**config.mk**
```make
export PLATFORM = sky130hd
export DESIGN_NAME = current_torque_threshold_detect
export DESIGN_NICKNAME = d
export VERILOG_FILES = /design/src/current_torque_pkg.sv /design/src/current_torque_threshold_detect.sv
export SDC_FILE = /design/constraint.sdc
export NUM_CORES = 1
export LEC_CHECK = 0
export BUFFER_PORTS_ARGS = -buffer_cell sky130_fd_sc_hd__buf_2
export CAP_MARGIN = 10
export CORE_MARGIN = 2
export CORE_UTILIZATION = 31
export CTS_CLUSTER_DIAMETER = 100
export DETAILED_ROUTE_END_ITERATION = 10
export PLACE_DENSITY = 0.52
export SYNTH_ARGS = -nofsm -noshare
export SYNTH_HDL_FRONTEND = slang
export SYNTH_SLANG_ARGS = --single-unit
```
**constraint.sdc**
```tcl
create_clock -name hclk -period 4.8 [get_ports hclk]
set_input_delay 0.24 -clock hclk [delete_from_list [all_inputs] [get_ports hclk]]
set_output_delay 0.24 -clock hclk [all_outputs]
set_load 0.02 [all_outputs]
```
**src/current_torque_pkg.sv**
```systemverilog
// Constants, register map and carrier types for the current and torque detectors.
package current_torque_pkg;

   // ==========================================================================
   // Timing
   localparam int CLK_HZ = 100_000_000;
   localparam int TICK_MS = 10;
   localparam int TICK_CYCLES = CLK_HZ / 1000 * TICK_MS;
   localparam int RESPONSE_MS = 100;
   localparam int UPDATE_TICKS = RESPONSE_MS / TICK_MS;
   localparam int ZC_MIN_ON_MS = 100;
   localparam int ZC_OFF_MS = 100;
   localparam logic [15:0] ZC_MIN_ON_TICKS = 16'(ZC_MIN_ON_MS / TICK_MS);
   localparam logic [15:0] ZC_OFF_TICKS = 16'(ZC_OFF_MS / TICK_MS);

   // ==========================================================================
   // Setting ranges and reset values (levels in 0.1 %, times in ticks)
   localparam logic [15:0] LEVEL_MAX = 16'h0fa0;
   localparam logic [15:0] TIME_MAX = 16'h03e8;
   localparam logic [15:0] HOLD_FOREVER = 16'h270f;
   localparam logic [15:0] OC_LEVEL_RST = 16'h05dc;
   localparam logic [15:0] OC_DELAY_RST = 16'h0000;
   localparam logic [15:0] ZC_LEVEL_RST = 16'h0032;
   localparam logic [15:0] ZC_TIME_RST = 16'h0032;
   localparam logic [15:0] OC_HOLD_RST = 16'h000a;
   localparam logic [15:0] TQ_LEVEL_RST = 16'h05dc;
   localparam logic [7:0] TRIP_RST = 8'h00;
   localparam logic [7:0] FUNC_RST = 8'h00;

   // ==========================================================================
   // Trip selection and terminal function codes
   localparam logic [7:0] TRIP_OC = 8'h01;
   localparam logic [7:0] TRIP_ZC = 8'h0a;
   localparam logic [7:0] TRIP_BOTH = 8'h0b;
   localparam logic [7:0] FUNC_OC_POS = 8'h0c;
   localparam logic [7:0] FUNC_OC_NEG = 8'h70;
   localparam logic [7:0] FUNC_ZC_POS = 8'h0d;
   localparam logic [7:0] FUNC_ZC_NEG = 8'h71;
   localparam logic [7:0] FUNC_TQ_POS = 8'h23;
   localparam logic [7:0] FUNC_TQ_NEG = 8'h87;

   // ==========================================================================
   // Register byte offsets
   localparam logic [7:0] TRIP_SELECT_OFS = 8'h00;
   localparam logic [7:0] OC_LEVEL_OFS = 8'h04;
   localparam logic [7:0] OC_DELAY_OFS = 8'h08;
   localparam logic [7:0] ZC_LEVEL_OFS = 8'h0c;
   localparam logic [7:0] ZC_TIME_OFS = 8'h10;
   localparam logic [7:0] OC_HOLD_OFS = 8'h14;
   localparam logic [7:0] TQ_LEVEL_OFS = 8'h18;
   localparam logic [7:0] STATUS_OFS = 8'h1c;
   localparam logic [7:0] TERM_FUNC_OFS = 8'h20;
   localparam int ST_OC_BIT = 0;
   localparam int ST_ZC_BIT = 1;
   localparam int ST_TQ_BIT = 2;
   localparam int ST_FAULT_BIT = 3;

   // ==========================================================================
   // Carrier types
   typedef struct packed {
      logic [15:0] current;
      logic [15:0] torque;
   } meas_t;

   typedef struct packed {
      logic running;
      logic start;
      logic vf_control;
      logic autotuning;
   } drive_state_t;

endpackage

```
**src/current_torque_threshold_detect.sv**
```systemverilog
// Current and torque threshold detectors with an AHB-Lite register slave.
//
// Our own choices: the AHB-Lite slave port and the placing of the registers.
`timescale 1ns/100ps

// Behaviour
// RULE_01: Compare output current with an overcurrent level, 0 to 400 %, default 150 %.
// RULE_02: Overcurrent flag sets after current stays above level for the delay.
// RULE_03: Overcurrent flag, once on, stays on for the programmed hold time.
// RULE_04: Hold setting 9999 keeps the overcurrent flag on until next start.
// RULE_05: Trip selection 0, 1, 10, 11 chooses which flags raise the fault.
// RULE_06: Trip selection change takes effect only once that flag is off.
// RULE_07: Function code 12 or 112 puts the overcurrent flag on a terminal.
// RULE_08: Compare output current with a zero-current level, default 5 %.
// RULE_09: Zero-current flag sets after current stays below level for the time.
// RULE_10: Zero-current flag stays on at least 0.1 s after it turns on.
// RULE_11: Zero-current flag clears 0.1 s after current recovers to level.
// RULE_12: Function code 13 or 113 puts the zero-current flag on a terminal.
// RULE_13: Zero-current level of zero disables zero-current detection.
// RULE_14: Current detection keeps working during auto-tuning.
// RULE_15: Current flags are published with about 0.1 s latency.
// RULE_16: Torque flag is on while torque is at or above the torque level.
// RULE_17: Torque detection is unavailable under plain V/F control.
// RULE_18: Function code 35 or 135 puts the torque flag on a terminal.
// RULE_19: User avoids very low zero level or very long zero time.
// RULE_20: Qualification timers restart when their condition drops early.
module current_torque_threshold_detect #(
   parameter int N_TERM = 7,
   parameter int TICK_CYCLES = current_torque_pkg::TICK_CYCLES
) (
   input wire logic hclk,
   input wire logic hresetn,
   input wire logic hsel,
   input wire logic [31:0] haddr,
   input wire logic [1:0] htrans,
   input wire logic hwrite,
   input wire logic [2:0] hsize,
   input wire logic [31:0] hwdata,
   input wire logic hready,
   output logic [31:0] hrdata,
   output logic hreadyout,
   output logic hresp,
   input wire current_torque_pkg::meas_t meas,
   input wire current_torque_pkg::drive_state_t drive,
   output logic overcurrent_detect_flag,
   output logic zero_current_flag,
   output logic torque_reached_flag,
   output logic current_detect_fault,
   output logic [N_TERM-1:0] terminal_out
);

   // ==========================================================================
   // Parameter checks
   if (N_TERM < 1 || N_TERM > 8) begin : g_bad_term
      $error("N_TERM must lie between 1 and 8");
   end
   if (TICK_CYCLES < 2) begin : g_bad_tick
      $error("TICK_CYCLES must be at least 2");
   end

   // ==========================================================================
   // Functions
   function automatic logic [15:0] sat(input logic [31:0] v,
                                       input logic [15:0] lim);
      sat = (v[31:16] != 16'h0000 || v[15:0] > lim) ? lim : v[15:0];
   endfunction

   function automatic logic [15:0] tick_inc(input logic [15:0] c,
                                            input logic [15:0] lim);
      tick_inc = (c < lim) ? c + 16'h0001 : c;
   endfunction

   function automatic logic term_drive(input logic [7:0] code,
                                       input logic oc,
                                       input logic zc,
                                       input logic tq);
      case (code)
         current_torque_pkg::FUNC_OC_POS: term_drive = oc; // RULE_07
         current_torque_pkg::FUNC_OC_NEG: term_drive = !oc; // RULE_07
         current_torque_pkg::FUNC_ZC_POS: term_drive = zc; // RULE_12
         current_torque_pkg::FUNC_ZC_NEG: term_drive = !zc; // RULE_12
         current_torque_pkg::FUNC_TQ_POS: term_drive = tq; // RULE_18
         current_torque_pkg::FUNC_TQ_NEG: term_drive = !tq; // RULE_18
         default: term_drive = 1'b0;
      endcase
   endfunction

   // ==========================================================================
   // Bus slave
   logic [7:0] trip_select_r;
   logic [15:0] oc_level_r;
   logic [15:0] oc_delay_r;
   logic [15:0] zc_level_r;
   logic [15:0] zc_time_r;
   logic [15:0] oc_hold_r;
   logic [15:0] tq_level_r;
   logic [7:0] term_func_r [N_TERM];
   logic wr_pend_r;
   logic [7:0] wr_addr_r;
   logic [31:0] hrdata_r;
   logic fault_r;
   logic fault_clr;
   logic oc_pub_r;
   logic zc_pub_r;
   logic tq_r;
   logic access;
   logic [7:0] ofs;
   logic [31:0] rd_mux;

   assign access = hsel && hready && htrans[1];
   assign ofs = haddr[7:0];
   assign hreadyout = 1'b1;
   assign hresp = 1'b0;
   assign hrdata = hrdata_r;
   assign fault_clr = wr_pend_r && wr_addr_r == current_torque_pkg::STATUS_OFS
                      && hwdata[current_torque_pkg::ST_FAULT_BIT];

   always_comb begin
      rd_mux = 32'h0000_0000;
      case (ofs)
         current_torque_pkg::TRIP_SELECT_OFS: rd_mux[7:0] = trip_select_r;
         current_torque_pkg::OC_LEVEL_OFS: rd_mux[15:0] = oc_level_r;
         current_torque_pkg::OC_DELAY_OFS: rd_mux[15:0] = oc_delay_r;
         current_torque_pkg::ZC_LEVEL_OFS: rd_mux[15:0] = zc_level_r;
         current_torque_pkg::ZC_TIME_OFS: rd_mux[15:0] = zc_time_r;
         current_torque_pkg::OC_HOLD_OFS: rd_mux[15:0] = oc_hold_r;
         current_torque_pkg::TQ_LEVEL_OFS: rd_mux[15:0] = tq_level_r;
         current_torque_pkg::STATUS_OFS: begin
            rd_mux[current_torque_pkg::ST_OC_BIT] = oc_pub_r;
            rd_mux[current_torque_pkg::ST_ZC_BIT] = zc_pub_r;
            rd_mux[current_torque_pkg::ST_TQ_BIT] = tq_r;
            rd_mux[current_torque_pkg::ST_FAULT_BIT] = fault_r;
         end
         default: begin
            for (int i = 0; i < N_TERM; i++) begin
               if (ofs == current_torque_pkg::TERM_FUNC_OFS + 8'(4 * i)) begin
                  rd_mux[7:0] = term_func_r[i];
               end
            end
         end
      endcase
   end

   // Read data is captured in the address phase so it stands from a flop.
   always_ff @(posedge hclk or negedge hresetn) begin
      if (!hresetn) begin
         wr_pend_r <= 1'b0;
         wr_addr_r <= 8'h00;
         hrdata_r <= 32'h0000_0000;
      end else begin
         wr_pend_r <= access && hwrite;
         if (access) begin
            wr_addr_r <= ofs;
         end
         if (access && !hwrite) begin
            hrdata_r <= rd_mux;
         end
      end
   end

   // Out-of-range level, time and hold settings saturate rather than wrap.
   always_ff @(posedge hclk or negedge hresetn) begin
      if (!hresetn) begin
         trip_select_r <= current_torque_pkg::TRIP_RST;
         oc_level_r <= current_torque_pkg::OC_LEVEL_RST;
         oc_delay_r <= current_torque_pkg::OC_DELAY_RST;
         zc_level_r <= current_torque_pkg::ZC_LEVEL_RST;
         zc_time_r <= current_torque_pkg::ZC_TIME_RST;
         oc_hold_r <= current_torque_pkg::OC_HOLD_RST;
         tq_level_r <= current_torque_pkg::TQ_LEVEL_RST;
         for (int i = 0; i < N_TERM; i++) begin
            term_func_r[i] <= current_torque_pkg::FUNC_RST;
         end
      end else if (wr_pend_r) begin
         case (wr_addr_r)
            current_torque_pkg::TRIP_SELECT_OFS:
               trip_select_r <= hwdata[7:0];
            current_torque_pkg::OC_LEVEL_OFS:
               oc_level_r <= sat(hwdata, current_torque_pkg::LEVEL_MAX); // RULE_01
            current_torque_pkg::OC_DELAY_OFS:
               oc_delay_r <= sat(hwdata, current_torque_pkg::TIME_MAX);
            current_torque_pkg::ZC_LEVEL_OFS:
               zc_level_r <= sat(hwdata, current_torque_pkg::LEVEL_MAX); // RULE_08
            current_torque_pkg::ZC_TIME_OFS:
               zc_time_r <= sat(hwdata, current_torque_pkg::TIME_MAX);
            current_torque_pkg::OC_HOLD_OFS: begin
               if (hwdata[15:0] == current_torque_pkg::HOLD_FOREVER &&
                   hwdata[31:16] == 16'h0000) begin
                  oc_hold_r <= current_torque_pkg::HOLD_FOREVER;
               end else begin
                  oc_hold_r <= sat(hwdata, current_torque_pkg::TIME_MAX);
               end
            end
            current_torque_pkg::TQ_LEVEL_OFS:
               tq_level_r <= sat(hwdata, current_torque_pkg::LEVEL_MAX);
            default: begin
               for (int i = 0; i < N_TERM; i++) begin
                  if (wr_addr_r ==
                      current_torque_pkg::TERM_FUNC_OFS + 8'(4 * i)) begin
                     term_func_r[i] <= hwdata[7:0];
                  end
               end
            end
         endcase
      end
   end

   // ==========================================================================
   // Time base
   logic [31:0] tick_cnt_r;
   logic [7:0] upd_cnt_r;
   logic tick;
   logic update;

   assign tick = tick_cnt_r == 32'(TICK_CYCLES - 1);
   assign update = tick && upd_cnt_r == 8'(current_torque_pkg::UPDATE_TICKS - 1);

   always_ff @(posedge hclk or negedge hresetn) begin
      if (!hresetn) begin
         tick_cnt_r <= 32'h0000_0000;
         upd_cnt_r <= 8'h00;
      end else begin
         tick_cnt_r <= tick ? 32'h0000_0000 : tick_cnt_r + 32'h0000_0001;
         if (update) begin
            upd_cnt_r <= 8'h00;
         end else if (tick) begin
            upd_cnt_r <= upd_cnt_r + 8'h01;
         end
      end
   end

   // ==========================================================================
   // Overcurrent detector
   typedef enum logic [1:0] {
      OC_OFF = 2'b01,
      OC_ON = 2'b10
   } oc_state_t;

   oc_state_t oc_state_r;
   logic [15:0] oc_qual_cnt_r;
   logic [15:0] oc_hold_cnt_r;
   logic oc_cond;
   logic oc_qual;
   logic oc_held;

   // Auto-tuning is deliberately not looked at: detection stays live.
   assign oc_cond = drive.running && meas.current > oc_level_r; // RULE_01 RULE_14
   assign oc_qual = oc_cond && oc_qual_cnt_r >= oc_delay_r; // RULE_02
   assign oc_held = oc_hold_r == current_torque_pkg::HOLD_FOREVER ||
                    oc_hold_cnt_r < oc_hold_r;

   always_ff @(posedge hclk or negedge hresetn) begin
      if (!hresetn) begin
         oc_qual_cnt_r <= 16'h0000;
      end else if (!oc_cond) begin
         oc_qual_cnt_r <= 16'h0000; // RULE_20
      end else if (tick) begin
         oc_qual_cnt_r <= tick_inc(oc_qual_cnt_r, current_torque_pkg::TIME_MAX);
      end
   end

   always_ff @(posedge hclk or negedge hresetn) begin
      if (!hresetn) begin
         oc_state_r <= OC_OFF;
         oc_hold_cnt_r <= 16'h0000;
      end else begin
         case (oc_state_r)
            OC_OFF: begin
               oc_hold_cnt_r <= 16'h0000;
               if (oc_qual) begin
                  oc_state_r <= OC_ON;
               end
            end
            OC_ON: begin
               if (tick) begin
                  oc_hold_cnt_r <= tick_inc(oc_hold_cnt_r, // RULE_03
                                            current_torque_pkg::TIME_MAX);
               end
               if (oc_hold_r == current_torque_pkg::HOLD_FOREVER) begin
                  if (drive.start) begin
                     oc_state_r <= OC_OFF; // RULE_04
                  end
               end else if (!oc_held && !oc_qual) begin
                  oc_state_r <= OC_OFF; // RULE_03
               end
            end
            default: oc_state_r <= OC_OFF;
         endcase
      end
   end

   // ==========================================================================
   // Zero-current detector
   typedef enum logic [1:0] {
      ZC_OFF = 2'b01,
      ZC_ON = 2'b10
   } zc_state_t;

   zc_state_t zc_state_r;
   logic [15:0] zc_qual_cnt_r;
   logic [15:0] zc_on_cnt_r;
   logic [15:0] zc_rec_cnt_r;
   logic zc_enabled;
   logic zc_cond;

   assign zc_enabled = zc_level_r != 16'h0000; // RULE_13
   assign zc_cond = drive.running && zc_enabled &&
                    meas.current < zc_level_r; // RULE_08 RULE_14

   always_ff @(posedge hclk or negedge hresetn) begin
      if (!hresetn) begin
         zc_qual_cnt_r <= 16'h0000;
      end else if (!zc_cond) begin
         zc_qual_cnt_r <= 16'h0000; // RULE_20
      end else if (tick) begin
         zc_qual_cnt_r <= tick_inc(zc_qual_cnt_r, current_torque_pkg::TIME_MAX);
      end
   end

   // Leaving the flag on while stopped keeps a brake applied; only recovery
   // of current or disabling the detector clears it.
   always_ff @(posedge hclk or negedge hresetn) begin
      if (!hresetn) begin
         zc_state_r <= ZC_OFF;
         zc_on_cnt_r <= 16'h0000;
         zc_rec_cnt_r <= 16'h0000;
      end else begin
         case (zc_state_r)
            ZC_OFF: begin
               zc_on_cnt_r <= 16'h0000;
               zc_rec_cnt_r <= 16'h0000;
               if (zc_cond && zc_qual_cnt_r >= zc_time_r) begin
                  zc_state_r <= ZC_ON; // RULE_09
               end
            end
            ZC_ON: begin
               if (tick) begin
                  zc_on_cnt_r <= tick_inc(zc_on_cnt_r, // RULE_10
                                          current_torque_pkg::ZC_MIN_ON_TICKS);
               end
               if (meas.current < zc_level_r) begin
                  zc_rec_cnt_r <= 16'h0000;
               end else if (tick) begin
                  zc_rec_cnt_r <= tick_inc(zc_rec_cnt_r, // RULE_11
                                           current_torque_pkg::ZC_OFF_TICKS);
               end
               if (!zc_enabled) begin
                  zc_state_r <= ZC_OFF; // RULE_13
               end else if (zc_on_cnt_r >= current_torque_pkg::ZC_MIN_ON_TICKS &&
                  zc_rec_cnt_r >= current_torque_pkg::ZC_OFF_TICKS) begin
                  zc_state_r <= ZC_OFF; // RULE_10 RULE_11
               end
            end
            default: zc_state_r <= ZC_OFF;
         endcase
      end
   end

   // ==========================================================================
   // Published flags and torque detector
   always_ff @(posedge hclk or negedge hresetn) begin
      if (!hresetn) begin
         oc_pub_r <= 1'b0;
         zc_pub_r <= 1'b0;
      end else if (update) begin
         oc_pub_r <= oc_state_r == OC_ON; // RULE_15
         zc_pub_r <= zc_state_r == ZC_ON && zc_enabled; // RULE_15
      end
   end

   always_ff @(posedge hclk or negedge hresetn) begin
      if (!hresetn) begin
         tq_r <= 1'b0;
      end else begin
         tq_r <= !drive.vf_control && meas.torque >= tq_level_r; // RULE_16 RULE_17
      end
   end

   // ==========================================================================
   // Trip logic
   logic oc_trip_eff_r;
   logic zc_trip_eff_r;
   logic sel_oc;
   logic sel_zc;

   assign sel_oc = trip_select_r == current_torque_pkg::TRIP_OC ||
                   trip_select_r == current_torque_pkg::TRIP_BOTH; // RULE_05
   assign sel_zc = trip_select_r == current_torque_pkg::TRIP_ZC ||
                   trip_select_r == current_torque_pkg::TRIP_BOTH; // RULE_05

   // A new selection is only adopted while its flag is off, so enabling a
   // trip never fires on a flag that is already on.
   always_ff @(posedge hclk or negedge hresetn) begin
      if (!hresetn) begin
         oc_trip_eff_r <= 1'b0;
         zc_trip_eff_r <= 1'b0;
      end else begin
         if (!oc_pub_r) begin
            oc_trip_eff_r <= sel_oc; // RULE_06
         end
         if (!zc_pub_r) begin
            zc_trip_eff_r <= sel_zc; // RULE_06
         end
      end
   end

   // Setting the fault wins over a software clear in the same cycle.
   always_ff @(posedge hclk or negedge hresetn) begin
      if (!hresetn) begin
         fault_r <= 1'b0;
      end else if ((oc_pub_r && oc_trip_eff_r) ||
                   (zc_pub_r && zc_trip_eff_r)) begin
         fault_r <= 1'b1; // RULE_05
      end else if (fault_clr) begin
         fault_r <= 1'b0;
      end
   end

   // ==========================================================================
   // Output terminals
   logic [N_TERM-1:0] term_r;

   always_ff @(posedge hclk or negedge hresetn) begin
      if (!hresetn) begin
         term_r <= '0;
      end else begin
         for (int i = 0; i < N_TERM; i++) begin
            term_r[i] <= term_drive(term_func_r[i], oc_pub_r, zc_pub_r, tq_r);
         end
      end
   end

   assign terminal_out = term_r;
   assign overcurrent_detect_flag = oc_pub_r;
   assign zero_current_flag = zc_pub_r;
   assign torque_reached_flag = tq_r;
   assign current_detect_fault = fault_r;

endmodule

```
== After elaboration in Yosys (flattened, before gate mapping) ==
Cells that the tools add are included.

* Add/subtract/negate cells: 7
* Multipliers: 0
* Div/mod/pow operators: 0
* Order comparisons: 15
* Eq/ne operators: 96
* Shifts and indexed selects: 0
* Mux-type cells: 50
* Bitwise operators: 1
* Reductions and logical operators: 63

{| class="wikitable"
|+ Operators by type and width
! operator !! number
|-
| two-way mux 16 bit || 16
|-
| equality test 8 x 4 -> 1 bit, second input constant || 21
|-
| equality test 8 x 6 -> 1 bit, second input constant || 21
|-
| equality test 8 x 7 -> 1 bit, second input constant || 14
|-
| case mux 16 bit (2 select lines) || 3
|-
| adder 16 x 1 -> 16 bit, second input constant || 5
|-
| two-way mux 8 bit || 9
|-
| equality test 8 x 5 -> 1 bit, second input constant || 8
|-
| case mux 4 bit (8 select lines) || 2
|-
| equality test 8 bit, second input constant || 7
|-
| greater-or-equal comparator 16 bit || 3
|-
| < comparator 16 x 10 -> 1 bit, second input constant || 3
|-
| case mux 8 bit (6 select lines) || 1
|-
| case mux 1 bit (6 select lines) || 7
|-
| AND reduction 3 bit || 11
|-
| adder 32 x 1 -> 32 bit, second input constant || 1
|-
| equality test 16 x 14 -> 1 bit, second input constant || 2
|-
| equality test 32 x 20 -> 1 bit, second input constant || 1
|-
| greater-or-equal comparator 16 x 4 -> 1 bit, second input constant || 2
|-
| < comparator 16 bit || 2
|-
| < comparator 16 x 4 -> 1 bit, second input constant || 2
|-
| two-way mux 32 bit || 1
|-
| nonzero test 16 bit || 2
|-
| AND reduction 2 bit || 10
|-
| 22 further kinds || 78
|}

* Flip-flop bits (word level): 322
* Latch bits: 0
* Memory bits (writable): 0
* ROM bits: 0
* Bits of input ports: 110
* Output and inout bits: 45
* Word-level logic and storage cells: 265
* Memories kept: 0

== Depth between registers and ports, before layout ==
* Depth in word-level cells: 9
* Depth in mapped cells: 9
* Mapped depth without buffers: 8

== Worst setup path after synthesis ==
OpenSTA, ideal clock, no wires.

* Path type: register to register
* Start: register zc_level_r[1]
* End: register zc_rec_cnt_r[0]
* Setup time: 0.132 ns
* Arrival: 2.238 ns
* Data required time: 4.668 ns
* Setup slack: 2.431 ns
* Cell stages (with the launch flop): 10
* Buffers on the path: 1
* Period minus slack after synthesis: 2.369 ns
* Cell sequence: dfstp_2 > inv_1 > ha_1 > o21ai_0 > a21oi_1 > o311ai_0 > nand3_1 > a21oi_1 > clkbuf_1 > nor2_1

* Word-level cells in the longest chain between the ends: 3
* Elaborated cells on any way between the ends: 6
* Those cells by class: order compare: 1; eq/ne: 2; mux: 2; reduce/logical: 1

{| class="wikitable"
|+ RTL lines
! what !! line !! source
|-
| start, declared || current_torque_threshold_detect.sv:93 || <nowiki>logic [15:0] zc_level_r;</nowiki>
|-
| start signal, assigned || current_torque_threshold_detect.sv:167 || <nowiki>zc_level_r <= current_torque_pkg::ZC_LEVEL_RST;</nowiki>
|-
| start signal, assigned || current_torque_threshold_detect.sv:183 || <nowiki>zc_level_r <= sat(hwdata, current_torque_pkg::LEVEL_MAX);</nowiki>
|-
| < comparator 16 bit * || current_torque_threshold_detect.sv:341 || <nowiki>if (meas.current < zc_level_r) begin</nowiki>
|-
| != test 3 bit (no source line) or two-way mux 16 bit (tied branches) || - ||
|-
| AND reduction 3 bit (no source line) or case mux 16 bit (2 select lines) (tied branches) || - ||
|-
| end signal, assigned || current_torque_threshold_detect.sv:344 || <nowiki>zc_rec_cnt_r <= tick_inc(zc_rec_cnt_r,</nowiki>
|-
| end, declared || current_torque_threshold_detect.sv:302 || <nowiki>logic [15:0] zc_rec_cnt_r;</nowiki>
|}

Every way passes the cells marked *; elsewhere a longest branch is shown, timed or not.
A chain may end at the register's enable or synchronous reset.

== Worst setup path in the final report ==
* Start: input port haddr[5]
* End: register hrdata_r[0], in the netlist hrdata[0]

* Word-level cells in the longest chain between the ends: 9
* Elaborated cells on any way between the ends: 23
* Those cells by class: eq/ne: 14; mux: 8; reduce/logical: 1

{| class="wikitable"
|+ RTL lines
! what !! line !! source
|-
| start, declared || current_torque_threshold_detect.sv:34 || <nowiki>input wire logic [31:0] haddr,</nowiki>
|-
| equality test 8 x 6 -> 1 bit || current_torque_threshold_detect.sv:136 || <nowiki>if (ofs == current_torque_pkg::TERM_FUNC_OFS + 8'(4 * i)) begin</nowiki>
|-
| two-way mux 8 bit (7 in series) || current_torque_threshold_detect.sv:136 ||
|-
| case mux 4 bit (8 select lines) * || current_torque_threshold_detect.sv:120 || <nowiki>case (ofs)</nowiki>
|-
| end signal, assigned || current_torque_threshold_detect.sv:156 || <nowiki>hrdata_r <= rd_mux;</nowiki>
|-
| end, declared || current_torque_threshold_detect.sv:100 || <nowiki>logic [31:0] hrdata_r;</nowiki>
|}

Marks and branches as above.

==> key figures <==
Status
  – Status: complete, no violations

STA
  – Worst-margin pin slew: between 1 and 1.5 ns
  – Setup violators final: 0
  – Final hold viol count: 0
  – Setup tns final: 0 ns
  – Tmin final: about 2.7 ns
  – Period Utilization, post-route: 0.564
  – FMAX: 0.369 GHz
  – Clock skew: 0.0369 ns
  – Final Max Slew Viols: 0
  – Relative slew slack: 0.297
  – RSZ-0062 raised after global routing: false

Synth
  – Largest area contributor in the netlist: dfrtp_1
  – Register area share after synthesis: 0.463
  – Area contributors post-synth: dfrtp_1 43%, ha_1 7.6%, mux2_2 5.0%
  – Gate Count Post-Synth: ~1,800
  – Mean Syn Cell Area: 9.70 sq um
  – Yosys warns: 0
  – Mapped Area: 17,500 sq um
  – Top cell type's share of synthesized area: 0.427
  – Ys flop type: dfrtp_1
  – Async SR Flop Fraction: 1.00
  – Most frequent cells after synthesis: 298 x dfrtp_1, 191 x nor2_1, 178 x nand2_1
  – EDFF count, synth: 0
  – Most common cell in the synthesized netlist: dfrtp_1
  – Post-synthesis cell type count: 76
  – Seq cells post-synth: 322

Floorplan
  – Chip height: 241 um
  – Die area: around 58,000 sq um
  – Core footprint: 55,400 sq um
  – IO Pins: 155
  – Initial Utilization: 0.315
  – Cell row count: 86
  – DIE WIDTH: 241 um

Detailed routing
  – Detailed-router iteration count before antenna repair: 6
  – ANT nets after route: 0
  – Routed length per instance: 19.0 um
  – Final wirelength: 51.2 mm
  – Vias per inst: between 5 and 6
  – Initial drt markers: approximately 1,100
  – Via count: between 10,000 and 15,000
  – Residual DRC: 0

Global route
  – Global-route wire length before repair: 79.6 mm
  – Global Route Usage Sum: 0.178
  – Antenna violations before repair: 0
  – Vias in the first global route: roughly 14,000
  – Gr ovfl total: 0
  – Largest net degree at the start of global routing: 123

Critical path
  – Endpoint type of the worst setup path: flip-flop
  – Max stage delay cell, worst path: nor2b_1
  – CP Data Arrival Time: 3.18 ns
  – Critical-path cell list: dlygate4sd3_1 > buf_2 > nor3_1 > nand2b_1 > nor2b_1 > a221oi_1 > a211oi_1
  – Logic depth of the worst setup path including buffers: 7
  – Crit Path Max Fanout: 10
  – R2R Path Start: zc_level_r[3]
  – R2r setup slk: around 2.1 ns
  – Worst r2r path cells: 6
  – Crit path buffers/inverters: 2
  – Critical Path RT: 5.28 ns
  – Critical path class: input port to flip-flop
  – Slowest stage delay, CP: 0.75 ns
  – Crit path max-delay family: simple AND/OR/NAND/NOR gates
  – CP Launch Type: input port
  – FF-to-FF End: zc_state_r[1]

Clock network
  – Setup bufs post-CTS: 0
  – Clk slew on worst S/H paths: roughly 0.060 ns
  – CTS root buffer: clkbuf_16
  – Max clock buf depth: 3
  – H-tree levels: 2
  – Resized Gates After CTS: 0
  – Num CTS Buffers: 39
  – Cts hold-fix bufs: 7
  – CTS Sinks: roughly 320
  – CTS tree: yes
  – Clock Latency Late Sink: 0.57 ns

Hold path
  – Hold path depth: 3
  – Hold Path Class: input port to flip-flop
  – Origin of the worst min-delay path: hwdata[11]
  – Worst Hold End: oc_level_r[11]

Power and ir drop
  – PD cells: between 300 and 400 nW/um^2
  – Internal power: 4.95 mW
  – Switching power: around 1.7 mW
  – Flop pwr share: 0.444
  – Comb power frac: 0.086
  – Worst vdd rail ir drop: 0.195 mV
  – Clock power frac: 0.469
  – LEAKAGE: 9.57 nW
  – Sw frac: 0.256

Layout
  – Fin cells: 2,698
  – ANT cells: 0
  – Finished Cell Area: 20,200 sq um
  – Fraction of layout cells with a size suffix above 1: 0.167
  – Fin nets: ~2,100
  – P&R area growth vs syn: 16.0%

Placement
  – Placed cell area: 18,800 sq um
  – Port buffer count: 107
  – Placed Cells incl. Taps: 2,619
  – Gpl congestion: between 0.8 and 0.9
  – DP HPWL: 37.5 mm

Flow run
  – Max_cap viols: 0
-- power groups by stage --
stage / Sequential [mW] / Clock [mW] / Combinational, mW
finish: 2.96 / 3.13 / 0.575
detailed placement: 3.01 / 0 / 0.573
floorplan: 2.98 / 0 / 0.314
CTS: 2.96 / 3.19 / 0.580
global placement: 3.00 / 0 / 0.560
global route: 2.97 / 3.31 / 0.642
-- per-layer routing --
metal | vias to the layer above | global-route usage | routed length (um)
li1 | 6565 | - | -
met5 | - | 0 | 0
met2 | 425 | 0.284 | 23300
met1 | 6752 | 0.245 | 23600
met3 | 82 | 0.0305 | 2850
met4 | 0 | 0.0557 | 1420
-- area by class of cell --
| class | count | area (sq um) |
|---|---|---|
| Sequential cell | 322 | 8090 |
| Timing Repair Buffer | 135 | 786 |
| Fill cell | 5552 | 35200 |
| Inverter | 124 | 465 |
| Multi-Input combinational cell | 1297 | 8620 |
| Tap cell | 748 | 936 |
| Clock inverter | 14 | 219 |
| Clock buffer | 58 | 1130 |
-- kinds of logic after synthesis --
kind of cell,count (synthesis),share of synthesized area
AND/OR/NAND/NOR,654,0.188
AO/OA/AOI/OAI,362,0.129
flip-flops,322,0.463
buffers and inverters,197,0.0466
adder cells (fa/ha/maj),106,0.0760
multiplexers,103,0.0689
XOR/XNOR,54,0.0271
other,2,0.000430
-- worst max path at each step --
| stage | from | to | slack [ns] |
|---|---|---|---|
| after global routing | haddr[5] | hrdata[0] | 1.85 |
| after CTS | haddr[5] | hrdata[0] | 2.15 |
| after floorplan | zc_level_r[1] | zc_rec_cnt_r[0] | 2.43 |
| after detailed placement | haddr[5] | hrdata[0] | 2.11 |
| final | haddr[5] | hrdata[0] | 2.09 |
| after global placement | haddr[5] | hrdata[0] | 2.17 |
-- stage by stage --
step                      hold WS (ns)  power, mW  utilization  setup slack, ns
final                           0.0841       6.66        0.365             2.09
after global routing            0.0936       6.92        0.365             1.85
after detailed placement         0.416       3.58        0.340             2.11
after floorplan                -0.0556       3.29            -             2.43
after CTS                       0.0606       6.73        0.365             2.15
after global placement           0.402       3.56        0.340             2.17
-- cells in the final DEF (no fill, tap or decap), types with 12 or more instances in the layout --
cell type,synthesis,final
xnor2_1,24,24
clkbuf_1,48,12
inv_1,124,124
ha_1,106,106
conb_1,2,18
xor2_1,30,30
clkbuf_16,0,40
and3_1,30,30
a211oi_1,19,19
dfrtp_1,298,298
a31oi_1,16,16
nor3_1,23,23
buf_4,18,20
nor2b_1,30,30
nand4_1,32,32
o21ai_0,110,110
a221oi_1,16,16
nand2b_1,12,12
dfstp_2,24,24
nand2_1,178,178
nor4_1,27,27
o211ai_1,12,12
a22oi_1,21,21
mux2i_1,19,19
a21oi_1,89,89
and2_1,34,34
o22ai_1,15,15
nor2_1,191,190
buf_2,5,106
mux2_2,78,78
nand3_1,51,51
-- registers in the layout, summed over array words and instances (netlist names), 7 cells and up --
name and cells:
wr_addr_r 8, tq_level_r 16, oc_level_r 16, oc_hold_cnt_r 16
zc_on_cnt_r 16, zc_rec_cnt_r 16, tick_cnt_r 32, oc_hold_r 16
terminal_out 7, upd_cnt_r 8, oc_qual_cnt_r 16, oc_delay_r 16
zc_time_r 16, trip_select_r 8, zc_level_r 16, zc_qual_cnt_r 16
hrdata 16, term_func_r 56
-- tightest hold or removal path: stages --
cell and delay [ns]:
buf_2 0.14, nor2_1 0.09, o21ai_0 0.13
Note: power is estimated with default switching activity, not from simulation.
